`src/inc/scd_pkg.sv`:
```
// shared constants and types for the system_clock_three and oscillator dividers
package scd_pkg;

  // ---------------------------------------------------------------
  // apb geometry
  // ---------------------------------------------------------------
  localparam int unsigned ADDR_W = 16; // apb address width
  localparam int unsigned DATA_W = 32; // apb data width
  localparam int unsigned REG_W = 16; // width of each control register
  localparam logic [ADDR_W-1:0] WORD_SCALE = 16'h0004; // bytes per word

  // ---------------------------------------------------------------
  // register indexes (printed offsets) and their byte addresses
  // ---------------------------------------------------------------
  localparam logic [ADDR_W-1:0] SYSTEM_CLOCK_THREE_DIV_IDX = 16'h1c90;
  localparam logic [ADDR_W-1:0] OSC_OUT3_DIV_IDX = 16'h1c92;
  localparam logic [ADDR_W-1:0] THIRD_CLOCK_OUTPUT_PIN_SEL_IDX = 16'h1c82;
  localparam logic [ADDR_W-1:0] SYSTEM_CLOCK_THREE_DIV_ADDR =
    ADDR_W'(SYSTEM_CLOCK_THREE_DIV_IDX * WORD_SCALE);
  localparam logic [ADDR_W-1:0] OSC_OUT3_DIV_ADDR =
    ADDR_W'(OSC_OUT3_DIV_IDX * WORD_SCALE);
  localparam logic [ADDR_W-1:0] THIRD_CLOCK_OUTPUT_PIN_SEL_ADDR =
    ADDR_W'(THIRD_CLOCK_OUTPUT_PIN_SEL_IDX * WORD_SCALE);

  // ---------------------------------------------------------------
  // field layout of the divider registers
  // ---------------------------------------------------------------
  localparam int unsigned EN_BIT = 15; // divider enable
  localparam int unsigned RATIO_W = 5; // ratio field, bits 4:0
  localparam int unsigned SEL_W = 4; // third_clock_output_pin source selector, bits 3:0

  // ---------------------------------------------------------------
  // reset values
  // ---------------------------------------------------------------
  localparam logic SYSTEM_CLOCK_THREE_EN_RST = 1'h1;
  localparam logic [RATIO_W-1:0] SYSTEM_CLOCK_THREE_RATIO_RST = 5'h03;
  localparam logic OSC_EN_RST = 1'h0;
  localparam logic [RATIO_W-1:0] OSC_RATIO_RST = 5'h00;
  localparam logic [SEL_W-1:0] THIRD_CLOCK_OUTPUT_PIN_SEL_RST = 4'hb;

  // ---------------------------------------------------------------
  // system_clock_three ratio codes that are defined, and the top code of the
  // selector range that routes the oscillator divider to the pin
  // ---------------------------------------------------------------
  localparam logic [RATIO_W-1:0] SC3_DIV1 = 5'h00;
  localparam logic [RATIO_W-1:0] SC3_DIV2 = 5'h01;
  localparam logic [RATIO_W-1:0] SC3_DIV4 = 5'h03;
  localparam logic [SEL_W-1:0] SEL_OSC_MAX = 4'h7;

  // ---------------------------------------------------------------
  // carrier for one divider's control
  // ---------------------------------------------------------------
  typedef struct packed {
    logic enable;
    logic [RATIO_W-1:0] ratio;
  } scd_div_ctrl_t;

  // divider output pair: level clock and one-cycle period tick
  typedef struct packed {
    logic level;
    logic tick;
  } scd_div_out_t;

endpackage

```
`src/hdl/scd_clk_div.sv`:
```
// one programmable divider that counts source enable ticks
`timescale 1ns/1ns
module scd_clk_div (
  input wire logic pclk,
  input wire logic presetn,
  input wire logic src_tick,
  input wire scd_pkg::scd_div_ctrl_t ctrl,
  output scd_pkg::scd_div_out_t div_out
);

  // ---------------------------------------------------------------
  // state
  // ---------------------------------------------------------------
  logic [scd_pkg::RATIO_W-1:0] cnt; // ticks seen in this period
  logic [scd_pkg::RATIO_W-1:0] cur; // ratio in force this period
  logic running; // enable in force this period
  logic level; // output clock level
  logic tick; // one-cycle pulse per output period
  logic [scd_pkg::RATIO_W-1:0] next_cnt;
  logic [scd_pkg::RATIO_W-1:0] next_cur;
  logic next_running;
  logic next_level;
  logic next_tick;

  // high phase length: first half of the period, rounded up
  function automatic logic [scd_pkg::RATIO_W:0] high_len(
    input logic [scd_pkg::RATIO_W-1:0] r
  );
    high_len = (({1'b0, r} + 6'h01) + 6'h01) >> 1;
  endfunction

  // ---------------------------------------------------------------
  // next state: ratio and enable are taken at a period boundary, or at once while idle
  // so a change while running never cuts a short pulse on the output
  // ---------------------------------------------------------------
  always_comb begin
    next_cnt = cnt;
    next_cur = cur;
    next_running = running;
    next_level = level;
    next_tick = 1'b0;
    if (!running) begin
      // idle: output held low, pick up a new enable at once
      next_level = 1'b0;
      next_cnt = '0;
      next_cur = ctrl.ratio;
      next_running = ctrl.enable;
    end else if (src_tick) begin
      if (cnt == cur) begin
        // period ends: resample the control here, the only place while running
        next_cnt = '0;
        next_cur = ctrl.ratio;
        next_running = ctrl.enable;
        next_tick = 1'b1;
        next_level = ctrl.enable;
      end else begin
        next_cnt = cnt + 5'h01;
        next_level = ({1'b0, cnt} + 6'h01) < high_len(cur);
      end
    end else if (cur == '0) begin
      // divide by one follows the source ticks themselves
      next_level = 1'b0;
    end
  end

  // register stage
  always_ff @(posedge pclk or negedge presetn) begin
    if (!presetn) begin
      cnt <= '0;
      cur <= '0;
      running <= 1'b0;
      level <= 1'b0;
      tick <= 1'b0;
    end else begin
      cnt <= next_cnt;
      cur <= next_cur;
      running <= next_running;
      level <= next_level;
      tick <= next_tick;
    end
  end

  // outputs straight from flip-flops
  assign div_out.level = level;
  assign div_out.tick = tick;

endmodule

```
`src/hdl/scd_top.sv`:
```
// apb control registers and the system_clock_three and oscillator dividers
//
// Local design decision: register access over APB.
`timescale 1ns/1ns
module scd_top (
  input wire logic pclk,
  input wire logic presetn,
  input wire logic psel,
  input wire logic penable,
  input wire logic pwrite,
  input wire logic [15:0] paddr,
  input wire logic [31:0] pwdata,
  input wire logic [3:0] pstrb,
  output logic [31:0] prdata,
  output logic pready,
  output logic pslverr,
  input wire logic osc_tick,
  input wire logic bypass_tick,
  input wire logic pll_tick,
  input wire logic pll_select,
  output logic system_clock_three,
  output logic system_clock_three_tick,
  output logic osc_div_tick,
  output logic third_clock_output_pin
);

  // ---------------------------------------------------------------
  // control registers
  // ---------------------------------------------------------------
  scd_pkg::scd_div_ctrl_t system_clock_three_divider_ctrl; // system_clock_three divider
  scd_pkg::scd_div_ctrl_t osc_out3_divider_ctrl; // oscillator divider
  logic [scd_pkg::SEL_W-1:0] third_clock_output_source_select;
  scd_pkg::scd_div_ctrl_t next_system_clock_three_divider_ctrl;
  scd_pkg::scd_div_ctrl_t next_osc_out3_divider_ctrl;
  logic [scd_pkg::SEL_W-1:0] next_third_clock_output_source_select;

  // ---------------------------------------------------------------
  // bus side signals
  // ---------------------------------------------------------------
  logic [31:0] next_prdata; // read data captured in the setup cycle
  logic setup_phase; // first cycle of a transfer
  logic access_phase; // second cycle, the one that completes
  logic hit_sc3; // address decodes to the system_clock_three divider
  logic hit_osc; // address decodes to the oscillator divider
  logic hit_sel; // address decodes to the third_clock_output_pin selector
  logic mapped; // any register hit
  logic wr_lo; // byte lane 0 written
  logic wr_hi; // byte lane 1 written
  logic do_write; // write completes this cycle

  // ---------------------------------------------------------------
  // divider plumbing
  // ---------------------------------------------------------------
  scd_pkg::scd_div_ctrl_t sc3_eff; // decoded system_clock_three control
  scd_pkg::scd_div_out_t sc3_out; // system_clock_three divider result
  scd_pkg::scd_div_out_t osc_out; // oscillator divider result
  logic sc3_src_tick; // chosen source for the system_clock_three divider
  logic next_pin; // next level of the third_clock_output_pin pin

  // ---------------------------------------------------------------
  // helper functions
  // ---------------------------------------------------------------

  // pack a divider control into its 16-bit register image; the bits
  // between the enable and the ratio are always zero
  function automatic logic [31:0] div_image(
    input scd_pkg::scd_div_ctrl_t c
  );
    div_image = '0;
    div_image[scd_pkg::EN_BIT] = c.enable;
    div_image[scd_pkg::RATIO_W-1:0] = c.ratio;
  endfunction

  // merge a write into a divider control, honouring byte strobes;
  // only bit 15 and bits 4:0 are stored, the rest is dropped
  function automatic scd_pkg::scd_div_ctrl_t div_merge(
    input scd_pkg::scd_div_ctrl_t c,
    input logic [31:0] d,
    input logic lo,
    input logic hi
  );
    div_merge = c;
    if (hi) begin
      div_merge.enable = d[scd_pkg::EN_BIT];
    end
    if (lo) begin
      div_merge.ratio = d[scd_pkg::RATIO_W-1:0];
    end
  endfunction

  // map a system_clock_three ratio code to the count used by the divider;
  // reserved codes must not be programmed, and if one is, the safe
  // divide by four is used rather than an undefined rate
  function automatic logic [scd_pkg::RATIO_W-1:0] sc3_decode(
    input logic [scd_pkg::RATIO_W-1:0] code
  );
    case (code)
      scd_pkg::SC3_DIV1: begin
        sc3_decode = scd_pkg::SC3_DIV1;
      end
      scd_pkg::SC3_DIV2: begin
        sc3_decode = scd_pkg::SC3_DIV2;
      end
      scd_pkg::SC3_DIV4: begin
        sc3_decode = scd_pkg::SC3_DIV4;
      end
      default: begin
        sc3_decode = scd_pkg::SC3_DIV4;
      end
    endcase
  endfunction

  // ---------------------------------------------------------------
  // apb decode
  // ---------------------------------------------------------------
  assign setup_phase = psel && !penable;
  assign access_phase = psel && penable;
  assign hit_sc3 = (paddr == scd_pkg::SYSTEM_CLOCK_THREE_DIV_ADDR);
  assign hit_osc = (paddr == scd_pkg::OSC_OUT3_DIV_ADDR);
  assign hit_sel = (paddr == scd_pkg::THIRD_CLOCK_OUTPUT_PIN_SEL_ADDR);
  assign mapped = hit_sc3 || hit_osc || hit_sel;
  assign wr_lo = pstrb[0];
  assign wr_hi = pstrb[1];
  // zero wait states: every transfer completes in its access cycle
  assign do_write = access_phase && pwrite && mapped;

  // handshake outputs are combinational on purpose
  assign pready = access_phase;
  // unmapped addresses complete with an error and change nothing
  assign pslverr = access_phase && !mapped;

  // ---------------------------------------------------------------
  // register next values
  // ---------------------------------------------------------------
  always_comb begin
    next_system_clock_three_divider_ctrl = system_clock_three_divider_ctrl;
    next_osc_out3_divider_ctrl = osc_out3_divider_ctrl;
    next_third_clock_output_source_select =
      third_clock_output_source_select;
    if (do_write && hit_sc3) begin
      // enable in bit 15, ratio in bits 4:0
      next_system_clock_three_divider_ctrl = div_merge(system_clock_three_divider_ctrl,
        pwdata, wr_lo, wr_hi);
    end
    if (do_write && hit_osc) begin
      next_osc_out3_divider_ctrl = div_merge(osc_out3_divider_ctrl,
        pwdata, wr_lo, wr_hi);
    end
    if (do_write && hit_sel && wr_lo) begin
      next_third_clock_output_source_select =
        pwdata[scd_pkg::SEL_W-1:0];
    end
  end

  // register stage with documented reset values
  always_ff @(posedge pclk or negedge presetn) begin
    if (!presetn) begin
      system_clock_three_divider_ctrl.enable <= scd_pkg::SYSTEM_CLOCK_THREE_EN_RST;
      system_clock_three_divider_ctrl.ratio <= scd_pkg::SYSTEM_CLOCK_THREE_RATIO_RST;
      osc_out3_divider_ctrl.enable <= scd_pkg::OSC_EN_RST;
      osc_out3_divider_ctrl.ratio <= scd_pkg::OSC_RATIO_RST;
      third_clock_output_source_select <= scd_pkg::THIRD_CLOCK_OUTPUT_PIN_SEL_RST;
    end else begin
      system_clock_three_divider_ctrl <= next_system_clock_three_divider_ctrl;
      osc_out3_divider_ctrl <= next_osc_out3_divider_ctrl;
      third_clock_output_source_select <=
        next_third_clock_output_source_select;
    end
  end

  // ---------------------------------------------------------------
  // read data
  // ---------------------------------------------------------------
  // captured in the setup cycle so prdata is a flip-flop and stable
  // through the whole access cycle
  always_comb begin
    next_prdata = prdata;
    if (setup_phase && !pwrite) begin
      if (hit_sc3) begin
        next_prdata = div_image(system_clock_three_divider_ctrl);
      end else if (hit_osc) begin
        next_prdata = div_image(osc_out3_divider_ctrl);
      end else if (hit_sel) begin
        next_prdata = '0;
        next_prdata[scd_pkg::SEL_W-1:0] =
          third_clock_output_source_select;
      end else begin
        // unmapped: reads as zero alongside the error
        next_prdata = '0;
      end
    end
  end

  // read data register
  always_ff @(posedge pclk or negedge presetn) begin
    if (!presetn) begin
      prdata <= '0;
    end else begin
      prdata <= next_prdata;
    end
  end

  // ---------------------------------------------------------------
  // system_clock_three divider
  // ---------------------------------------------------------------
  // the same divider sits after the bypass/pll choice, so it acts in
  // both paths; switching the source mid-period only stretches or
  // shortens that one period, the divider itself never glitches
  assign sc3_src_tick = pll_select ? pll_tick : bypass_tick;
  assign sc3_eff.enable = system_clock_three_divider_ctrl.enable;
  assign sc3_eff.ratio = sc3_decode(system_clock_three_divider_ctrl.ratio);

  scd_clk_div u_system_clock_three_divider (
    .pclk(pclk),
    .presetn(presetn),
    .src_tick(sc3_src_tick),
    .ctrl(sc3_eff),
    .div_out(sc3_out)
  );

  // ---------------------------------------------------------------
  // oscillator divider
  // ---------------------------------------------------------------
  // fed by the raw oscillator tick, never by the pll; the code plus
  // one is the division, so all 32 ratios are legal
  scd_clk_div u_oscillator_divider (
    .pclk(pclk),
    .presetn(presetn),
    .src_tick(osc_tick),
    .ctrl(osc_out3_divider_ctrl),
    .div_out(osc_out)
  );

  // ---------------------------------------------------------------
  // third_clock_output_pin pin select
  // ---------------------------------------------------------------
  // other selector codes pick debug points that live outside this
  // block; here they leave the pin low
  always_comb begin
    next_pin = 1'b0;
    if (third_clock_output_source_select <= scd_pkg::SEL_OSC_MAX) begin
      next_pin = osc_out.level;
    end
  end

  // pin register keeps the output free of decode glitches
  always_ff @(posedge pclk or negedge presetn) begin
    if (!presetn) begin
      third_clock_output_pin <= 1'b0;
    end else begin
      third_clock_output_pin <= next_pin;
    end
  end

  // ---------------------------------------------------------------
  // clock outputs
  // ---------------------------------------------------------------
  assign system_clock_three = sc3_out.level;
  assign system_clock_three_tick = sc3_out.tick;
  assign osc_div_tick = osc_out.tick;

endmodule

```
`config.mk`:
```
export PLATFORM = sky130hd
export DESIGN_NAME = scd_top
export DESIGN_NICKNAME = d
export VERILOG_FILES = /design/src/inc/scd_pkg.sv /design/src/hdl/scd_clk_div.sv /design/src/hdl/scd_top.sv
export SDC_FILE = /design/constraint.sdc
export NUM_CORES = 1
export LEC_CHECK = 0
export BUFFER_PORTS_ARGS = -buffer_cell sky130_fd_sc_hd__buf_2
export CORE_MARGIN = 1
export CORE_UTILIZATION = 40
export CTS_CLUSTER_DIAMETER = 60
export DETAILED_ROUTE_END_ITERATION = 8
export PLACE_DENSITY = 0.73
export SETUP_SLACK_MARGIN = 0.15
export SYNTH_ARGS = -nofsm -noshare
export SYNTH_HDL_FRONTEND = slang
export SYNTH_HIERARCHICAL = 1
export SYNTH_SLANG_ARGS = --single-unit
```
`constraint.sdc`:
```
create_clock -name pclk -period 2 [get_ports pclk]
set_clock_uncertainty 0.05 [all_clocks]
set_input_delay 0.3 -clock pclk [delete_from_list [all_inputs] [get_ports pclk]]
set_output_delay 0.3 -clock pclk [all_outputs]
set_load 0.05 [all_outputs]
```
==> results_dict.tcl <==
set metrics [dict create \
    detail_route.wl_per_cell_um 14.2 \
    grt_max_degree 50 \
    initial_core_util_pct 42.1 \
    synth_top_flop_cell "sky130_fd_sc_hd__dfrtp_1" \
    htree_levels 2 \
    maxClockFrequency_ghz 0.547 \
    timing.slew.headroom_pct 57.6 \
    synth.avg_cell_area_um2 11.0 \
    clkSlewWorstSetupHoldPaths_ns 0.09 \
    synth_warnings 6 \
    simple_gate_area_share_of_the_yosys_netlist_pct 17.9 \
    io_buffer_count 44 \
    post-route-drc-count 0 \
    synth-seq-cells 49 \
    static_leakage_power_nw 1.75 \
    syn_area_um2 3120 \
    core_area_um2 7410 \
    worstPathArrival_ns 1.97 \
    antenna_violations_before_repair 0 \
    track_usage_pct 15.8 \
    gp_congestion 0.841 \
    clock_latency_ns 0.30 \
    run_status "finished clean" \
    max-clock-path-buffers 2 \
    detailedRoute.firstPassIterationCount 5 \
    dieArea_um2 8160 \
    irDropWorstVdd_v 0.000331 \
    worstSetupStartpointType "flop" \
    vias 2355 \
    finalWirelength_um 6410 \
    unrepaired_setup_endpoints_after_global_routing "true" \
    cts_tree "yes" \
    crit_path_max_incr_delay_ns 0.43 \
    grt_overflow 0 \
    dp_hpwl_um 4670 \
    cts-buffers-inserted 5 \
    synthMuxAreaShare_pct 10.9 \
    finalMaxSlewViolations 0 \
    worst_r2r_path_depth 6 \
    hold_slack_ns 0.0483 \
    hold_viol_final 0 \
    endpoint_kind "flop" \
    diodes_inserted 0 \
    first_drt_iteration_drcs 104 \
    drtAntennaViolNets 0 \
    boundaryPins 99 \
    cts_sinks 49 \
    clk_root_buffer_cell "sky130_fd_sc_hd__clkbuf_8" \
    final_core_utilization_pct 49.6 \
    critical_path_class "flop to flop" \
    tightestPinTransition_ns 0.636 \
    critPathMaxFanout 8 \
    synth_fa_ha_area_share_pct 4.81 \
    timing.hold.worst.class "input port to async pin" \
    nNetsFinal 424 \
    edff_count_synth 0 \
    core.rowCount 31 \
    data_required_time_at_the_worst_endpoint_ns 2.14 \
    grt_pass1_wl_um 10500 \
    crit_path_cell_trace "buf_6 > buf_6 > xnor2_2 > nand2_2 > o31a_4 > mux2_4" \
    synthXorXnorAreaFrac_pct 5.61 \
    yosysSeqAreaShare_pct 39.5 \
    rr_startpoint "u_system_clock_three_divider/cur[1]" \
    finalCriticalPeriod_ns 1.83 \
    combinational_family_with_the_most_area_after_synthesis "simple AND/OR/NAND/NOR gates" \
    report.final.setup_viol 0 \
    fraction_of_the_mapped_netlist_area_in_compound_gates_pct 12.0 \
    chipWidth_um 90.3 \
    first_global_vias 2214 \
    syn_inst 283 \
    detailed_route_vias_per_instance 5.22 \
    critPathMostFrequentCell "sky130_fd_sc_hd__buf_6" \
    worstSetupStartpoint "u_system_clock_three_divider/cur[1]" \
    drive_gt1_share_pct 40.1 \
    power.density_cell_area_nw_per_um2 540 \
    synthArstFlopShare_pct 100 \
    period_share_pct 91.3 \
    cp_slowest_cell "sky130_fd_sc_hd__o31a_4" \
    max_cap_violations 0 \
    ys_types 51 \
    fp.dieH_um 90.3 \
    area_growth_pct 17.8 \
]
Yosys cell counts, types with 8 or more instances:
| library cell | n | area, µm² |
|---|---|---|
| sky130_fd_sc_hd__dfrtp_1 | 43 | 1080 |
| sky130_fd_sc_hd__buf_4 | 30 | 225 |
| sky130_fd_sc_hd__nand2_1 | 19 | 71.3 |
| sky130_fd_sc_hd__mux2_2 | 17 | 191 |
| sky130_fd_sc_hd__xnor2_1 | 14 | 123 |
| sky130_fd_sc_hd__o21ai_0 | 13 | 65.1 |
| sky130_fd_sc_hd__ha_1 | 12 | 150 |
| sky130_fd_sc_hd__mux2_4 | 10 | 150 |
| sky130_fd_sc_hd__o211ai_1 | 10 | 75.1 |
| sky130_fd_sc_hd__nand3_1 | 9 | 45.0 |
| sky130_fd_sc_hd__nor2_1 | 9 | 33.8 |
| sky130_fd_sc_hd__a21boi_0 | 8 | 60.1 |
routing by layer:
metal / track usage [%] / routed length [µm] / share of wire [%] / up-vias
li1: - / - / - / 1127
met1: 19.8 / 2720 / 42 / 1136
met2: 27.9 / 3370 / 53 / 86
met3: 2.61 / 273 / 4.3 / 6
met4: 4.30 / 53 / 0.83 / 0
met5: 0 / 0 / 0 / -
kinds of logic (layout without fill, tap and decap cells):
| logic type | count (synthesis) | count (layout) |
|---|---|---|
| fa+ha+maj | 12 | 12 |
| xor+xnor | 20 | 20 |
| other cells | 1 | 29 |
| compound gates | 53 | 53 |
| buf+inv | 38 | 79 |
| simple gates | 83 | 83 |
| flops | 49 | 49 |
| mux | 27 | 27 |
registers in the layout (all words and copies together), names as in the netlist, 4 cells and up:
| register | flops |
|---|---|
| u_system_clock_three_divider/cnt | 5 |
| u_oscillator_divider/cur | 5 |
| system_clock_three_divider_ctrl | 5 |
| u_oscillator_divider/cnt | 5 |
| osc_out3_divider_ctrl | 6 |
| third_clock_output_source_select | 4 |
| prdata | 6 |
| u_system_clock_three_divider/cur | 5 |
placed cells by master (no fill, tap or decap), types with 4 or more instances in the layout:
| cell type | n |
|---|---|
| sky130_fd_sc_hd__o21ai_1 | 5 |
| sky130_fd_sc_hd__nor2_1 | 9 |
| sky130_fd_sc_hd__a21boi_0 | 8 |
| sky130_fd_sc_hd__buf_2 | 44 |
| sky130_fd_sc_hd__a22oi_1 | 6 |
| sky130_fd_sc_hd__xnor2_1 | 12 |
| sky130_fd_sc_hd__clkbuf_8 | 6 |
| sky130_fd_sc_hd__nand3_1 | 9 |
| sky130_fd_sc_hd__mux2_2 | 17 |
| sky130_fd_sc_hd__buf_4 | 20 |
| sky130_fd_sc_hd__ha_1 | 8 |
| sky130_fd_sc_hd__o21ai_0 | 11 |
| sky130_fd_sc_hd__nand2_1 | 19 |
| sky130_fd_sc_hd__mux2_4 | 10 |
| sky130_fd_sc_hd__nand2b_1 | 4 |
| sky130_fd_sc_hd__dfrtp_1 | 42 |
| sky130_fd_sc_hd__o211ai_1 | 10 |
| sky130_fd_sc_hd__dfstp_2 | 6 |
| sky130_fd_sc_hd__xor2_1 | 6 |
| sky130_fd_sc_hd__conb_1 | 29 |
path summary, 6_finish.rpt:
path | to | slack, ns
max in group asynchronous | u_system_clock_three_divider/cnt[1] | 1.39
min in group pclk | system_clock_three_divider_ctrl[4] | 0.21
setup reg to reg | u_system_clock_three_divider/cur[4] | 0.17
setup / recovery | u_system_clock_three_divider/cur[4] | 0.17
hold reg to reg | prdata[15] | 0.44
hold / removal | u_oscillator_divider/cnt[0] | 0.05
area by class of cell:
cell class / count / area, µm²
Clock buffer: 7 / 86.3
Timing Repair Buffer: 66 / 393
Inverter: 5 / 46.3
Tap cell: 99 / 124
Clock inverter: 1 / 30.0
Multi-Input combinational cell: 224 / 1760
Fill cell: 690 / 3730
Sequential cell: 49 / 1230
metrics by stage:
step                      cells  total power [mW]  setup TNS [ns]  cell area (µm²)  setup WS, ns
after floorplan             311              1.23               0             3230         0.188
after global placement      433              1.27        -0.00514             3420      -0.00514
after detailed placement    433              1.28         -0.0235             3420       -0.0235
after CTS                   442              2.01               0             3560        0.0959
after global routing        451              2.06               0             3670        0.0920
final                       451              1.99               0             3670         0.173
critical path: cells and delay by family, from the launching register on:
kind / cells / cell delay [ns]
buffers and inverters: 2 / 0.24
DFF: 1 / 0.40
muxes: 1 / 0.31
xor gates and xnor gates: 1 / 0.15
and+or+nand+nor: 1 / 0.14
AOI/OAI and AO/OA: 1 / 0.43
timing repair:
item                                    4_1_cts  5_1_grt
gates resized for setup                       1       13
hold buffers                                  0        0
buffers inserted                              1        9
endpoints found under the setup margin        2       12
pin swaps                                     4       11
power breakdown:
group,internal (mW),switching (mW),leakage (nW),total (mW)
combinational,0.0650,0.197,1.04,0.262
sequential,0.994,0.00444,0.654,0.998
clock,0.408,0.318,0.0585,0.726
total,1.47,0.519,1.75,1.99
Note: power is estimated with default switching activity, not from simulation.
